### src/rsc_pkg.sv
// Purpose: Shared constants and types of the regulator set-point control block
// Assumes: 20 MHz core clock, 7-bit addressing on the serial control port
// Notes: Set-point codes are 5-bit reference codes in the low bits of each byte
package rsc_pkg;
  // Serial slave address, 8-bit write form 0x68
  localparam logic [6:0] I2C_ADDR7 = 7'h34;
  // Command register offsets
  localparam logic [7:0] REG_OUT_EN = 8'h10;
  localparam logic [7:0] REG_SPARE = 8'h14;
  localparam logic [7:0] REG_VCHG = 8'h20;
  // First set-point offset per dynamic rail; second set point sits one above
  localparam logic [3:0][7:0] SP_V1_ADDR = {8'h32, 8'h29, 8'h26, 8'h23};
  // Reset values
  localparam logic [7:0] SP_RESET = 8'h19;
  localparam logic [4:0] CODE_RESET = 5'h19;
  localparam logic [7:0] OUT_EN_RESET = 8'h00;
  localparam logic [7:0] VCHG_RESET = 8'h00;
  localparam logic [7:0] SPARE_RESET = 8'h00;
  // Field widths, positions and counts
  localparam int CODE_W = 5;
  localparam int KA_BIT = 7;
  localparam int N_DYN = 4;
  localparam int N_RAIL = 6;
  // Timing
  localparam int CLK_KHZ = 20000;
  localparam int CLK_NS = 50;
  localparam int RST_MIN_MS = 10;
  localparam int RST_PB_MS = 1000;
  localparam int RST_MIN_CYC = RST_MIN_MS * CLK_KHZ;
  localparam int RST_PB_CYC = RST_PB_MS * CLK_KHZ;
  localparam int SLEW_STEP_NS = 1000;
  localparam int SLEW_STEP_CYC = (SLEW_STEP_NS + CLK_NS - 1) / CLK_NS;
  localparam int RST_CNT_W = 25;
  localparam int STEP_CNT_W = 8;

  typedef enum logic [8:0] {
    ST_IDLE  = 9'h001,
    ST_ADDR  = 9'h002,
    ST_ACK_A = 9'h004,
    ST_CMD   = 9'h008,
    ST_ACK_C = 9'h010,
    ST_WDATA = 9'h020,
    ST_ACK_W = 9'h040,
    ST_RDATA = 9'h080,
    ST_RACK  = 9'h100
  } rsc_i2c_st_t;

  // Returns {hit, bank index}; index is {rail, second set point}
  function automatic logic [3:0] sp_decode(input logic [7:0] a);
    logic [3:0] r;
    r = 4'h0;
    for (int i = 0; i < N_DYN; i++) begin
      if (a == SP_V1_ADDR[i]) begin
        r = {1'b1, 2'(i), 1'b0};
      end
      if (a == SP_V1_ADDR[i] + 8'h01) begin
        r = {1'b1, 2'(i), 1'b1};
      end
    end
    return r;
  endfunction
endpackage

### src/rsc_bank_if.sv
// Purpose: Link between the control logic and the set-point bank
// Assumes: One clock domain
// Notes: Targets and keep-alive flags are continuous views of the bank
`timescale 1ns/1ps
interface rsc_bank_if;
  logic we;
  logic [2:0] wr_idx;
  logic [7:0] wr_data;
  logic [2:0] rd_idx;
  logic [7:0] rd_data;
  logic [3:0] stby_sel;
  logic [3:0][4:0] target;
  logic [3:0] keep_alive;
  modport bank (input we, wr_idx, wr_data, rd_idx, stby_sel, output rd_data, target, keep_alive);
  modport ctrl (output we, wr_idx, wr_data, rd_idx, stby_sel, input rd_data, target, keep_alive);
endinterface

### src/rsc_setpoint_bank.sv
// Purpose: Storage of run and standby set points for the four dynamic rails
// Assumes: Synchronous active-high reset
// Notes: Read data is registered, one cycle after the index
`timescale 1ns/1ps
module rsc_setpoint_bank (
  // Clock and reset
  input wire logic i_clk,
  input wire logic i_sys_rst,
  // Control side
  rsc_bank_if.bank bus
);
  typedef struct packed {
    logic [7:0][7:0] mem;
    logic [7:0] rd;
  } rsc_bank_st_t;

  rsc_bank_st_t bank_reg;
  rsc_bank_st_t bank_next;

  always_comb begin
    bank_next = bank_reg;
    bank_next.rd = bank_reg.mem[bus.rd_idx];
    if (bus.we) begin
      bank_next.mem[bus.wr_idx] = bus.wr_data;
    end
  end

  always_ff @(posedge i_clk) begin
    if (i_sys_rst) begin
      bank_reg.mem <= {8{rsc_pkg::SP_RESET}};
      bank_reg.rd <= 8'h00;
    end else begin
      bank_reg <= bank_next;
    end
  end

  assign bus.rd_data = bank_reg.rd;

  genvar g;
  generate
    for (g = 0; g < rsc_pkg::N_DYN; g++) begin : g_rail
      assign bus.target[g] = bus.stby_sel[g] ? bank_reg.mem[2 * g + 1][4:0] : bank_reg.mem[2 * g][4:0];
      assign bus.keep_alive[g] = bank_reg.mem[2 * g + 1][rsc_pkg::KA_BIT];
    end
  endgenerate
endmodule

### src/rsc_regulator_ctrl.sv
// Purpose: Serial control, enables, set-point slewing and reset release of a multi-rail power manager
// Assumes: 20 MHz clock; all pins except i_sys_rst asynchronous and synchronised here
// Notes: Set points move only on a go bit or a standby pin change
`timescale 1ns/1ps
module rsc_regulator_ctrl #(
  parameter int P_RST_MIN_CYC = rsc_pkg::RST_MIN_CYC,
  parameter int P_RST_PB_CYC = rsc_pkg::RST_PB_CYC
) (
  // Clock and reset
  input wire logic i_clk,
  input wire logic i_sys_rst,
  // Serial control port
  input wire logic i_scl,
  input wire logic i_sda,
  output logic o_sda_o,
  output logic o_sda_oe,
  // Processor control pins
  input wire logic i_standby_select_pin,
  input wire logic [3:0] i_step_en_pins,
  input wire logic [1:0] i_linear_enable_pins,
  input wire logic i_hibernate,
  // Reset sources
  input wire logic i_always_on_rail,
  input wire logic i_pb_hard_reset,
  // Outputs
  output logic o_reset_out_n,
  output logic [5:0] o_rail_en,
  output logic [19:0] o_dac_code
);
  typedef struct packed {
    logic scl_s1, scl_s2, scl_q;
    logic sda_s1, sda_s2, sda_q;
    logic stby_s1, stby_s2, stby_q;
    logic aon_s1, aon_s2;
    logic pb_s1, pb_s2;
    logic hib_s1, hib_s2;
    logic [5:0] en_s1, en_s2;
    rsc_pkg::rsc_i2c_st_t state;
    logic [2:0] cnt;
    logic done;
    logic [7:0] shreg;
    logic rw;
    logic [7:0] ptr;
    logic [7:0] rd_byte;
    logic sda_oe;
    logic we;
    logic [2:0] wr_idx;
    logic [7:0] wr_data;
    logic [7:0] output_enable_reg;
    logic [3:0] sel;
    logic [7:0] spare;
    logic [3:0] active;
    logic [3:0][4:0] dac;
    logic [7:0] step_cnt;
    logic [24:0] rst_cnt;
    logic rst_long;
    logic rst_n;
    logic [5:0] rail_en;
  } rsc_ctrl_st_t;

  rsc_ctrl_st_t ctrl_reg;
  rsc_ctrl_st_t ctrl_next;
  rsc_bank_if bank_bus ();
  logic scl_rise, scl_fall, bus_start, bus_stop, tick;
  logic [3:0] rd_hit;
  logic [3:0] wr_hit;
  logic [7:0] rd_val;
  logic [7:0] vchg_view;
  logic [5:0] ka_rail;
  logic [5:0] want_en;

  rsc_setpoint_bank u_bank (
    .i_clk(i_clk),
    .i_sys_rst(i_sys_rst),
    .bus(bank_bus)
  );

  assign scl_rise = ctrl_reg.scl_s2 & ~ctrl_reg.scl_q;
  assign scl_fall = ~ctrl_reg.scl_s2 & ctrl_reg.scl_q;
  assign bus_start = ctrl_reg.scl_s2 & ctrl_reg.scl_q & ctrl_reg.sda_q & ~ctrl_reg.sda_s2;
  assign bus_stop = ctrl_reg.scl_s2 & ctrl_reg.scl_q & ~ctrl_reg.sda_q & ctrl_reg.sda_s2;
  assign tick = (ctrl_reg.step_cnt == 8'(rsc_pkg::SLEW_STEP_CYC - 1));
  assign rd_hit = rsc_pkg::sp_decode(ctrl_reg.ptr);
  assign wr_hit = rsc_pkg::sp_decode(ctrl_reg.ptr);

  assign bank_bus.we = ctrl_reg.we;
  assign bank_bus.wr_idx = ctrl_reg.wr_idx;
  assign bank_bus.wr_data = ctrl_reg.wr_data;
  assign bank_bus.rd_idx = rd_hit[2:0];
  assign bank_bus.stby_sel = {4{ctrl_reg.stby_q}} | ctrl_reg.sel;
  assign ka_rail = {1'b0, bank_bus.keep_alive[3], 1'b0, bank_bus.keep_alive[2:0]};
  assign want_en = ctrl_reg.output_enable_reg[5:0] | ctrl_reg.en_s2;

  // Go bits read back as busy while slewing
  always_comb begin
    vchg_view = 8'h00;
    for (int i = 0; i < rsc_pkg::N_DYN; i++) begin
      vchg_view[2 * i] = ctrl_reg.active[i];
      vchg_view[2 * i + 1] = ctrl_reg.sel[i];
    end
  end

  always_comb begin
    if (rd_hit[3]) begin
      rd_val = bank_bus.rd_data;
    end else if (ctrl_reg.ptr == rsc_pkg::REG_OUT_EN) begin
      rd_val = ctrl_reg.output_enable_reg;
    end else if (ctrl_reg.ptr == rsc_pkg::REG_VCHG) begin
      rd_val = vchg_view;
    end else if (ctrl_reg.ptr == rsc_pkg::REG_SPARE) begin
      rd_val = ctrl_reg.spare;
    end else begin
      rd_val = 8'h00;
    end
  end

  always_comb begin
    ctrl_next = ctrl_reg;
    ctrl_next.we = 1'b0;
    ctrl_next.scl_s1 = i_scl;
    ctrl_next.scl_s2 = ctrl_reg.scl_s1;
    ctrl_next.scl_q = ctrl_reg.scl_s2;
    ctrl_next.sda_s1 = i_sda;
    ctrl_next.sda_s2 = ctrl_reg.sda_s1;
    ctrl_next.sda_q = ctrl_reg.sda_s2;
    ctrl_next.stby_s1 = i_standby_select_pin;
    ctrl_next.stby_s2 = ctrl_reg.stby_s1;
    ctrl_next.stby_q = ctrl_reg.stby_s2;
    ctrl_next.aon_s1 = i_always_on_rail;
    ctrl_next.aon_s2 = ctrl_reg.aon_s1;
    ctrl_next.pb_s1 = i_pb_hard_reset;
    ctrl_next.pb_s2 = ctrl_reg.pb_s1;
    ctrl_next.hib_s1 = i_hibernate;
    ctrl_next.hib_s2 = ctrl_reg.hib_s1;
    ctrl_next.en_s1 = {i_linear_enable_pins, i_step_en_pins};
    ctrl_next.en_s2 = ctrl_reg.en_s1;

    ctrl_next.step_cnt = tick ? 8'h00 : ctrl_reg.step_cnt + 8'h01;
    for (int i = 0; i < rsc_pkg::N_DYN; i++) begin
      if (ctrl_reg.active[i]) begin
        if (ctrl_reg.dac[i] == bank_bus.target[i]) begin
          ctrl_next.active[i] = 1'b0;
        end else if (tick) begin
          if (ctrl_reg.dac[i] < bank_bus.target[i]) begin
            ctrl_next.dac[i] = ctrl_reg.dac[i] + 5'h01;
          end else begin
            ctrl_next.dac[i] = ctrl_reg.dac[i] - 5'h01;
          end
        end
      end
    end
    if (ctrl_reg.stby_s2 != ctrl_reg.stby_q) begin
      ctrl_next.active = 4'hF;
    end

    if (bus_start) begin
      ctrl_next.state = rsc_pkg::ST_ADDR;
      ctrl_next.cnt = 3'h0;
      ctrl_next.done = 1'b0;
      ctrl_next.sda_oe = 1'b0;
    end else if (bus_stop) begin
      ctrl_next.state = rsc_pkg::ST_IDLE;
      ctrl_next.sda_oe = 1'b0;
    end else if (scl_rise) begin
      case (ctrl_reg.state)
        rsc_pkg::ST_ADDR, rsc_pkg::ST_CMD, rsc_pkg::ST_WDATA: begin
          ctrl_next.shreg = {ctrl_reg.shreg[6:0], ctrl_reg.sda_s2};
          ctrl_next.cnt = ctrl_reg.cnt + 3'h1;
          ctrl_next.done = (ctrl_reg.cnt == 3'h7);
        end
        rsc_pkg::ST_RACK: begin
          ctrl_next.state = ctrl_reg.sda_s2 ? rsc_pkg::ST_IDLE : rsc_pkg::ST_ACK_A;
        end
        default: begin
        end
      endcase
    end else if (scl_fall) begin
      case (ctrl_reg.state)
        rsc_pkg::ST_ADDR: begin
          if (ctrl_reg.done) begin
            ctrl_next.done = 1'b0;
            if (ctrl_reg.shreg[7:1] == rsc_pkg::I2C_ADDR7) begin
              ctrl_next.rw = ctrl_reg.shreg[0];
              ctrl_next.sda_oe = 1'b1;
              ctrl_next.state = rsc_pkg::ST_ACK_A;
            end else begin
              ctrl_next.state = rsc_pkg::ST_IDLE;
            end
          end
        end
        rsc_pkg::ST_CMD: begin
          if (ctrl_reg.done) begin
            ctrl_next.done = 1'b0;
            ctrl_next.ptr = ctrl_reg.shreg;
            ctrl_next.sda_oe = 1'b1;
            ctrl_next.state = rsc_pkg::ST_ACK_C;
          end
        end
        rsc_pkg::ST_WDATA: begin
          if (ctrl_reg.done) begin
            ctrl_next.done = 1'b0;
            ctrl_next.sda_oe = 1'b1;
            ctrl_next.state = rsc_pkg::ST_ACK_W;
            if (ctrl_reg.ptr == rsc_pkg::REG_OUT_EN) begin
              ctrl_next.output_enable_reg = ctrl_reg.shreg;
            end
            if (ctrl_reg.ptr == rsc_pkg::REG_VCHG) begin
              for (int i = 0; i < rsc_pkg::N_DYN; i++) begin
                ctrl_next.sel[i] = ctrl_reg.shreg[2 * i + 1];
                if (ctrl_reg.shreg[2 * i]) begin
                  ctrl_next.active[i] = 1'b1;
                end
              end
            end
            if (ctrl_reg.ptr == rsc_pkg::REG_SPARE) begin
              ctrl_next.spare = ctrl_reg.shreg;
            end
            if (wr_hit[3]) begin
              ctrl_next.we = 1'b1;
              ctrl_next.wr_idx = wr_hit[2:0];
              ctrl_next.wr_data = ctrl_reg.shreg;
            end
          end
        end
        rsc_pkg::ST_ACK_A: begin
          if (ctrl_reg.rw) begin
            ctrl_next.rd_byte = rd_val;
            ctrl_next.sda_oe = ~rd_val[7];
            ctrl_next.cnt = 3'h1;
            ctrl_next.state = rsc_pkg::ST_RDATA;
          end else begin
            ctrl_next.sda_oe = 1'b0;
            ctrl_next.state = rsc_pkg::ST_CMD;
          end
        end
        rsc_pkg::ST_ACK_C: begin
          ctrl_next.sda_oe = 1'b0;
          ctrl_next.state = rsc_pkg::ST_WDATA;
        end
        rsc_pkg::ST_ACK_W: begin
          ctrl_next.sda_oe = 1'b0;
          ctrl_next.state = rsc_pkg::ST_CMD;
        end
        rsc_pkg::ST_RDATA: begin
          if (ctrl_reg.cnt == 3'h0) begin
            ctrl_next.sda_oe = 1'b0;
            ctrl_next.state = rsc_pkg::ST_RACK;
          end else begin
            ctrl_next.sda_oe = ~ctrl_reg.rd_byte[3'h7 - ctrl_reg.cnt];
            ctrl_next.cnt = ctrl_reg.cnt + 3'h1;
          end
        end
        default: begin
        end
      endcase
    end

    // Hold reset on rail low or pushbutton
    if (~ctrl_reg.aon_s2 | ctrl_reg.pb_s2) begin
      ctrl_next.rst_n = 1'b0;
      ctrl_next.rst_cnt = 25'h0;
      if (ctrl_reg.pb_s2) begin
        ctrl_next.rst_long = 1'b1;
      end
    end else if (~ctrl_reg.rst_n) begin
      ctrl_next.rst_cnt = ctrl_reg.rst_cnt + 25'h1;
      if (ctrl_reg.rst_cnt >= (ctrl_reg.rst_long ? 25'(P_RST_PB_CYC - 1) : 25'(P_RST_MIN_CYC - 1))) begin
        ctrl_next.rst_n = 1'b1;
        ctrl_next.rst_long = 1'b0;
      end
    end

    // Register or pin enable, keep-alive in hibernate
    ctrl_next.rail_en = ctrl_reg.hib_s2 ? (want_en & ka_rail) : want_en;
  end

  always_ff @(posedge i_clk) begin
    if (i_sys_rst) begin
      ctrl_reg <= '0;
      ctrl_reg.scl_s1 <= 1'b1;
      ctrl_reg.scl_s2 <= 1'b1;
      ctrl_reg.scl_q <= 1'b1;
      ctrl_reg.sda_s1 <= 1'b1;
      ctrl_reg.sda_s2 <= 1'b1;
      ctrl_reg.sda_q <= 1'b1;
      ctrl_reg.state <= rsc_pkg::ST_IDLE;
      ctrl_reg.output_enable_reg <= rsc_pkg::OUT_EN_RESET;
      ctrl_reg.sel <= rsc_pkg::VCHG_RESET[3:0];
      ctrl_reg.spare <= rsc_pkg::SPARE_RESET;
      ctrl_reg.dac <= {4{rsc_pkg::CODE_RESET}};
    end else begin
      ctrl_reg <= ctrl_next;
    end
  end

  assign o_sda_o = 1'b0;
  assign o_sda_oe = ctrl_reg.sda_oe;
  assign o_reset_out_n = ctrl_reg.rst_n;
  assign o_rail_en = ctrl_reg.rail_en;
  assign o_dac_code = ctrl_reg.dac;
endmodule

### config.mk
export PLATFORM = sky130hd
export DESIGN_NAME = rsc_regulator_ctrl
export DESIGN_NICKNAME = d
export VERILOG_FILES = /design/src/rsc_pkg.sv /design/src/rsc_bank_if.sv /design/src/rsc_setpoint_bank.sv /design/src/rsc_regulator_ctrl.sv
export SDC_FILE = /design/constraint.sdc
export NUM_CORES = 1
export LEC_CHECK = 0
export BUFFER_PORTS_ARGS = -buffer_cell sky130_fd_sc_hd__clkbuf_2
export CORE_UTILIZATION = 35
export DETAILED_ROUTE_END_ITERATION = 16
export GPL_TIMING_DRIVEN = 0
export PLACE_DENSITY = 0.48
export SLEW_MARGIN = 20
export SYNTH_ARGS = -nofsm -noshare
export SYNTH_HDL_FRONTEND = slang
export SYNTH_HIERARCHICAL = 1
export SYNTH_SLANG_ARGS = --single-unit
### constraint.sdc
create_clock -name i_clk -period 4.2 [get_ports i_clk]
set_input_delay 0.21 -clock i_clk [delete_from_list [all_inputs] [get_ports i_clk]]
set_output_delay 0.21 -clock i_clk [all_outputs]
set_load 0.03 [all_outputs]
[Word level (Yosys, flattened, before mapping)]
Cells that the tools add are included.
Word-level totals
  flip-flop bits (word level): 235
  input port bits: 14
  output and inout port bits: 29
  word-level logic and storage cells: 271
Operators by class
  $add $sub $neg: 12
  magnitude comparators: 9
  equal/unequal tests: 47
  multiplexer cells: 90
  bitwise operators: 28
  reduce and logical (&&, ||, !) cells: 34
Operators by type and width (number)
  $mux 8: 14
  $mux 54: 2
  $eq 8x6->1 const B: 9
  $bwmux 64: 1
  $pmux 9 s7: 1
  $reduce_and 7->1: 8
  $mux 4: 13
  $mux 9: 5
  $mux 5: 8
  $mux 37: 1
  $mux 36: 1
  $mux 29: 1
  $mux 13: 2
  $add 25x1->25 const B: 1
  $ge 25x25->1: 1
  $mux 25: 1
  $bmux 8 s3: 1
  $demux 8 s3: 1
  $eq 8x5->1 const B: 3
  $mux 12: 2
  $mux 1: 23
  $add 5x1->5 const B: 4
  $eq 5x5->1: 4
  $lt 5x5->1: 4
  48 further kinds: 109

[Longest topological paths before layout]
Gate-level depths: netlist of the first run.
  word-level depth: 17
  mapped depth: 16
  depth with buffers taken out: 16

[Modules after synthesis]
The synthesis of the first run kept the hierarchy.
By module, submodules not included
  rsc_regulator_ctrl: instances 1, cells an instance 949, area each 8456.9 um^2, seq. area each 3263.1 um^2
  rsc_setpoint_bank: instances 1, cells an instance 341, area each 3472.1 um^2, seq. area each 1441.4 um^2

[Least setup slack after synthesis of the first run]
Ideal clock, no wire load.
  path kind: reg-to-reg
  start point: register ctrl_reg[154] in the netlist's numbering
  end point: register ctrl_reg (netlist bit o_dac_code[9])
  setup time: 0.072 ns
  arrival: 3.068 ns
  data required time: 4.128 ns
  slack: 1.060 ns
  cell stages (with the launch flop): 16
  path buffers: 0
  clock period less this slack: 3.140 ns
  cells stage by stage: dfxtp_1 or2_2 mux2_2 inv_1 ha_1 nor2b_1 o21a_1 o21a_1 or2_2 ha_1 nor2b_1 o21a_1 nor2_1 o21a_1 o21ba_2 mux2i_1
RTL lines
  start: declaration: line rsc_regulator_ctrl.sv:61  | rsc_ctrl_st_t ctrl_reg;
  start signal: assignment: line rsc_regulator_ctrl.sv:292  | ctrl_reg <= ctrl_next;

==> results.md, run 1 <==
* Outcome: completed
* Clk buf depth at 3
* Layout Area Growth over Synthesis at 14.7%
* Setup Buffers After CTS at 0
* Fill cell count at 3,423
* Die Height at 187 um
* DIE WIDTH at 187 um
* Synth area leaders: dfxtp_1 (39%), mux2i_1 (6.5%), ha_1 (5.1%)
* Gpl congestion at 0.812
* DRC Markers at 0
* Async SR Flop Fraction at 0%
* Fin Clk Skew at 0.0123 ns
* Peak supply drop at 0.296 mV
* H-tree depth at 1
* Leakage at 0.00519 uW
* Worst-Margin Slew at 0.950 ns
* Vias in the first global route at 9,149
* Wire per inst at 17.7 um
* Later-pin clock latency in the skew report at 0.55 ns
* Post-DP Area at 12,700 um2
* CTS Sinks at 235
* Die area at 34,800 um2
* Max cap viols at 0
* Post-route cell area at 13,700 um2
* Main synth FF type: dfxtp_1
* Hold Vio Cnt, Final at 0
* Initial antenna violation count at 0
* IO Count at 43
* Synth area leader: dfxtp_1
* Dpl hpwl at 23.1 mm
* Total gr overflow at 0
* Count leader, synth: dfxtp_1
* Core area at 33,500 um2
* Final max-slew violation count at 0
* Hold-fix buffer count after cts at 12
* Max_slew headroom at 36.2%
* WP data arrival at 3.96 ns
* Placed Cells at 1,779
* Critical Path RT at 4.68 ns
* Final wirelength at 32.7 mm
* Detail Route Antenna Nets at 0
* Synth warn at 6
* CTS resizes at 0
* Area share of the largest cell type after synthesis at 39.4%
* Avg Inst Size Synth at 9.25 um2
* Crit path max fanout at 5
* Max Fclk at 288 MHz
* Final net count at 1,440
* Global-route wire length before repair at 52.2 mm
* Startpoint types: register
* Mapped Nets at 1,357
* Cells after synthesis at 1,290
* Critical Path End Type: register
* Fin crit share at 82.8%
* # setup viols final at 0
* Max reg flops at 108
* Min-delay worst type: in2reg
* DRT Pass-1 Iters at 7
* Total chip power at 4730 uW
* Reg clk slew, reported paths at 0.06 ns
* RSZ-0062 raised after global routing: no
* Footprint of the multi-input gates at 6410 um2
* Post-Route Utilization at 40.8%
* Commonest cells in the netlist: dfxtp_1 (235), nor2_1 (153), nand2_1 (107)
* Mapped Area at 11,900 um2
* GRT Total Usage at 18.9%
* Tmin final at 3.48 ns
* Initial DRC Count at 560
* Layout cells sized above 1 at 15.6%
* Final std cells w/o fill at 1,842
* Largest net degree at the start of global routing at 14
* Via count at 9,329
* Netlist cell types at 84
* CTS root buf: clkbuf_16
* Number of synthesized register bits at 235
* CTS buffer count at 28
* Post-synthesis sequential area ratio at 39.4%
* Post-synth EDFFs at 0
* Register area at 4700 um2
* CTS tree: yes
* Setup Crit Path Kind: reg2reg
* Setup TNS at 0 ns
* Power Density at 346 nW/um2
* Initial core utilization at 35.6%
* Core Rows at 67
* Port buffer count at 41
* Vias per inst at 5.06
-- worst max-delay path, stage by stage, from the launching register on --
cell     delay [ns]
dfxtp_1        0.35
or2_2          0.40
mux2_2         0.33
inv_1          0.06
ha_1           0.23
nor2b_1        0.14
o21a_1         0.16
o21a_1         0.19
or2_2          0.34
ha_1           0.31
nor2b_1        0.16
o21a_1         0.17
nor2_1         0.13
o21a_1         0.14
o21ba_2        0.14
mux2i_1        0.16
-- layout make-up --
type | count | share of cell area [%]
multi-input cells | 906 | 46.9
flip-flops and latches | 235 | 34.4
clock buffers | 42 | 5.95
plain buffers | 116 | 5.02
well taps | 448 | 4.10
repair buffers | 53 | 2.38
inverters | 33 | 0.905
clock inverters | 8 | 0.384
diodes | 1 | 0.0183
-- power by group --
part | leakage (uW) | internal [uW] | switching (uW)
Clock | 0.000427 | 1340 | 969
Sequential | 0.00190 | 2250 | 13.2
Combinational | 0.00286 | 58.6 | 105
Total | 0.00519 | 3640 | 1090
-- kinds of logic after synthesis --
logic type	synth area share, %
other	0.0314
buffers and inverters	6.80
adder cells (fa/ha/maj)	5.81
XOR/XNOR	3.01
AND/OR/NAND/NOR	21.9
multiplexers	12.1
AO/OA/AOI/OAI	10.9
flip-flops	39.4
-- cell usage in the layout, fill, tap and decap left out, drive strengths merged, types with 6 or more instances in the layout --
master	synthesis	final
a21oi	73	73
and3	12	12
o21a	10	10
clkbuf	45	128
nand3b	15	15
or3	13	13
nand2	107	107
and2	7	7
dfxtp	235	235
a22o	6	6
a211oi	14	14
xor2	25	25
mux2i	78	78
nand3	34	34
a21o	16	16
dlygate4sd3	0	12
or2	15	15
mux2	20	20
mux4	18	18
a221oi	7	7
a211o	17	17
ha	49	49
nor4	6	6
nand2b	15	15
nor2b	52	52
xnor2	16	16
o21ai	20	20
nand4	13	13
nor2	156	156
clkinv	0	6
nor3	26	26
inv	33	34
buf	71	71
-- path summary, 6_finish.rpt --
path | from | endpoint | slack, ns | cells past startpoint
worst min register to register | ctrl_next[161] | ctrl_next[160] | 0.41 | 1
worst max-delay path | ctrl_reg[154] | o_dac_code[9] | 0.72 | 15
worst min-delay path | i_sys_rst | ctrl_reg[131] | 0.37 | 4
worst max register to register | ctrl_reg[154] | o_dac_code[9] | 0.72 | 15
-- layer usage --
metal | global-route usage (%) | part of all wire (%)
met5 | 0 | 0
met4 | 5.17 | 2.6
met3 | 2.63 | 3.5
met2 | 32.3 | 47
met1 | 24.9 | 47
-- per-stage QoR --
step	setup WS, ns	hold slack [ns]
2_1_floorplan	1.06	0.314
3_3_place_gp	0.734	0.404
3_5_place_dp	0.716	0.401
4_1_cts	0.678	0.358
5_1_grt	0.448	0.402
6_report	0.723	0.370
(Power assumes the default switching activity.)
==> run 2: changes to the inputs <==
- PLACE_DENSITY: 0.48 -> 0.5
- clock period: 4.2 -> 3 ns (I/O delays scaled with it)
==> run 2 against run 1 <==
The flow now finishes with violations (negative setup slack). Count of clock-buffer cells in the layout fell by 5. Critical path depth decreased by 1. Utilization up 1.6 points. Cell area is 4.0% higher. Worst setup slack got worse by 0.94 ns. Sequential share of layout area decreased by 1.3 points. Flip-flop and latch count stayed put. First-iteration DRC count fell by 19%.
==> results.md, run 2 (synthesis gave the netlist of run 1 again) <==
* Outcome: finished, violations left (was completed)
* Failing checks: negative setup slack
* # setup viols final at 7 (was 0)
* Core area at 33,500 um2 (unchanged)
* Met1 WL at 15.4 mm (about the same)
* WP data arrival at 3.67 ns (was 3.96 ns)
* Max Fclk at 310 MHz (was 288 MHz)
* Setup Crit Path Kind: reg2reg (unchanged)
* Later-pin clock latency in the skew report at 0.53 ns (was 0.55 ns)
* RSZ-0062 raised after global routing: yes (was no)
* Pre-CTS worst setup slack at -0.409 ns (was 0.716 ns)
* H-tree depth at 1 (unchanged)
* CTS tree: yes (unchanged)
* Layout cells sized above 1 at 20.1% (was 15.6%)
* Startpoint types: register (unchanged)
* Total chip power at 6880 uW (was 4730 uW)
* DRT Pass-1 Iters at 5 (was 7)
* Worst-path cell chain: or2_4 > mux2_4 > inv_2 > ha_4 > nor2b_4 > o21a_1 > o211ai_1 > nand2_2 > fa_2 > a21o_1 > a21o_1 > a21o_1 > a21oi_2 > mux2i_1 (was or2_2 > mux2_2 > inv_1 > ha_1 > nor2b_1 > o21a_1 > o21a_1 > or2_2 > ha_1 > nor2b_1 > o21a_1 > nor2_1 > o21a_1 > o21ba_2 > mux2i_1)
* Worst R2R Start: ctrl_reg[154] (unchanged)
* Max cap viols at 0 (unchanged)
* CTS Sinks at 235 (unchanged)
* Initial core utilization at 35.6% (unchanged)
* Port buffer count at 41 (unchanged)
* Most frequent cells in the layout: dfxtp_1 (233), nor2_1 (152), nand2_1 (104) (was dfxtp_1 (235), nor2_1 (153), nand2_1 (107))
* Initial DRC Count at 451 (was 560)
* Setup slack, reg-to-reg at -0.22 ns (was 0.72 ns)
* Final max-slew violation count at 0 (unchanged)
* Setup TNS at -0.663 ns (was 0 ns)
* Final worst setup slack at -0.222 ns (was 0.723 ns)
* Final std cells w/o fill at 1,862 (was 1,842)
* Tmin final at 3.22 ns (was 3.48 ns)
* Layout Area Growth over Synthesis at 19.3% (was 14.7%)
* Hold Startpoint: i_sys_rst (unchanged)
* Power Density at 483 nW/um2 (was 346 nW/um2)
* Wire per inst at 17.6 um (was 17.7 um)
* Fin Clk Skew at 0.0113 ns (was 0.0123 ns)
* Hold path cells at 4 (unchanged)
* Final wirelength at 32.9 mm (was 32.7 mm)
* # diodes at 0 (was 1)
* Top Metal Used: met4 (unchanged)
* Wire length on met2 at 15.4 mm (was 15.3 mm)
* Critical Path End Type: register (unchanged)
* Reg clk slew, reported paths at 0.06 ns (about the same)
* Max reg flops at 108 (unchanged)
* Worst R2R End: o_dac_code[14] (was o_dac_code[9])
* Dpl hpwl at 22.7 mm (was 23.1 mm)
* Fin crit share at 107% (was 82.8%)
* Detail Route Antenna Nets at 0 (unchanged)
* Crit path max fanout at 5 (unchanged)
* CTS root buf: clkbuf_16 (unchanged)
* Hold Vio Cnt, Final at 0 (unchanged)
* Final net count at 1,465 (was 1,440)
* Met3 wire length at 1.31 mm (was 1.16 mm)
* IO Count at 43 (unchanged)
* Vias per inst at 5.06 (about the same)
* Fill cell count at 3,374 (was 3,423)
* Top Family by Delay on Critical Path: compound AO/OA/AOI/OAI gates (was simple AND/OR/NAND/NOR gates)
* Core Rows at 67 (unchanged)
* Max_slew headroom at 39.0% (was 36.2%)
* CP max stage delay at 0.42 ns (was 0.40 ns)
* GRT Total Usage at 18.8% (was 18.9%)
* Total gr overflow at 0 (unchanged)
* Min-delay worst type: in2reg (unchanged)
* Die Height at 187 um (unchanged)
* Initial antenna violation count at 0 (unchanged)
* Hold Path End: ctrl_reg[131] (unchanged)
* CP Buf/Inv Count at 1 (unchanged)
* Leakage at 0.00543 uW (was 0.00519 uW)
* Largest net degree at the start of global routing at 14 (unchanged)
* Post-Route Utilization at 42.4% (was 40.8%)
* DIE WIDTH at 187 um (unchanged)
* Via count at 9,414 (was 9,329)
* Worst path slowest cell: fa_2 (was or2_2)
* Commonest non-fill, non-tap cell in the layout: dfxtp_1 (unchanged)
* Critical Path RT at 3.45 ns (was 4.68 ns)
* Vias in the first global route at 9,120 (was 9,149)
* Critical Path Most Common Cell: a21o_1 (was o21a_1)
* Worst r2r path cells at 14 (was 15)
* Die area at 34,800 um2 (unchanged)
* CTS buffer count at 27 (was 28)
* Clk buf depth at 3 (unchanged)
* Global-route wire length before repair at 52.2 mm (about the same)
* DRC Markers at 0 (unchanged)
* Worst-Margin Slew at 0.915 ns (was 0.950 ns)
* Gpl congestion at 0.825 (was 0.812)
* Peak supply drop at 0.382 mV (was 0.296 mV)
* Placed Cells at 1,779 (unchanged)
==> run 2: worst max path at each step <==
stage	endpoint	cells past startpoint	start	slack [ns]
final	o_dac_code[14]	14	ctrl_reg[154]	-0.22
after global routing	o_dac_code[14]	14	ctrl_reg[154]	-0.32
after CTS	o_dac_code[9]	15	ctrl_reg[154]	-0.15
after detailed placement	o_dac_code[4]	14	ctrl_reg[154]	-0.41
after global placement	o_dac_code[19]	14	ctrl_reg[154]	-0.39
after floorplan	o_dac_code[4]	14	ctrl_reg[154]	-0.02
==> run 2: area by class of cell <==
class	count	area [um2]	area share (%)
Multi-Input combinational cell	906	6660	46.8
Clock inverter	8	150	1.05
Sequential cell	235	4710	33.1
Buffer	116	688	4.84
Clock buffer	37	783	5.50
Timing Repair Buffer	79	552	3.88
Tap cell	448	561	3.94
Inverter	33	126	0.888
==> run 2: metal layers <==
metal,track usage (%),vias to the layer above
li1,-,4682
met1,25.0,4517
met2,31.6,163
met3,2.84,52
met4,4.76,0
met5,0,-
==> run 2: stage by stage <==
stage / area, um2 / hold slack [ns]
floorplan: 11900 / 0.254
CTS: 14100 / 0.314
global route: 14200 / 0.352
detailed placement: 12700 / 0.337
global placement: 12700 / 0.342
finish: 14200 / 0.326
==> run 2: report_power, final <==
group	internal [uW]	switching, uW	total, uW
registers	3150	19.1	3170
logic	86.0	146	232
clock network	2150	1320	3470
==> run 2: worst register-to-register path, cell delays in order (launching register included) <==
cell      delay, ns
dfxtp_4        0.36
or2_4          0.27
mux2_4         0.31
inv_2          0.07
ha_4           0.19
nor2b_4        0.12
o21a_1         0.17
o211ai_1       0.25
nand2_2        0.14
fa_2           0.42
a21o_1         0.18
a21o_1         0.17
a21o_1         0.17
a21oi_2        0.15
mux2i_1        0.19
==> run 2: timing repair <==
item / 4_1_cts / 5_1_grt
setup buffers: 21 / 6
hold buffers: 12 / 0
hold endpoints to repair: 12 / 0
resized for setup: 37 / 20
pin swaps: 23 / 33
setup endpoints to repair: 8 / 14
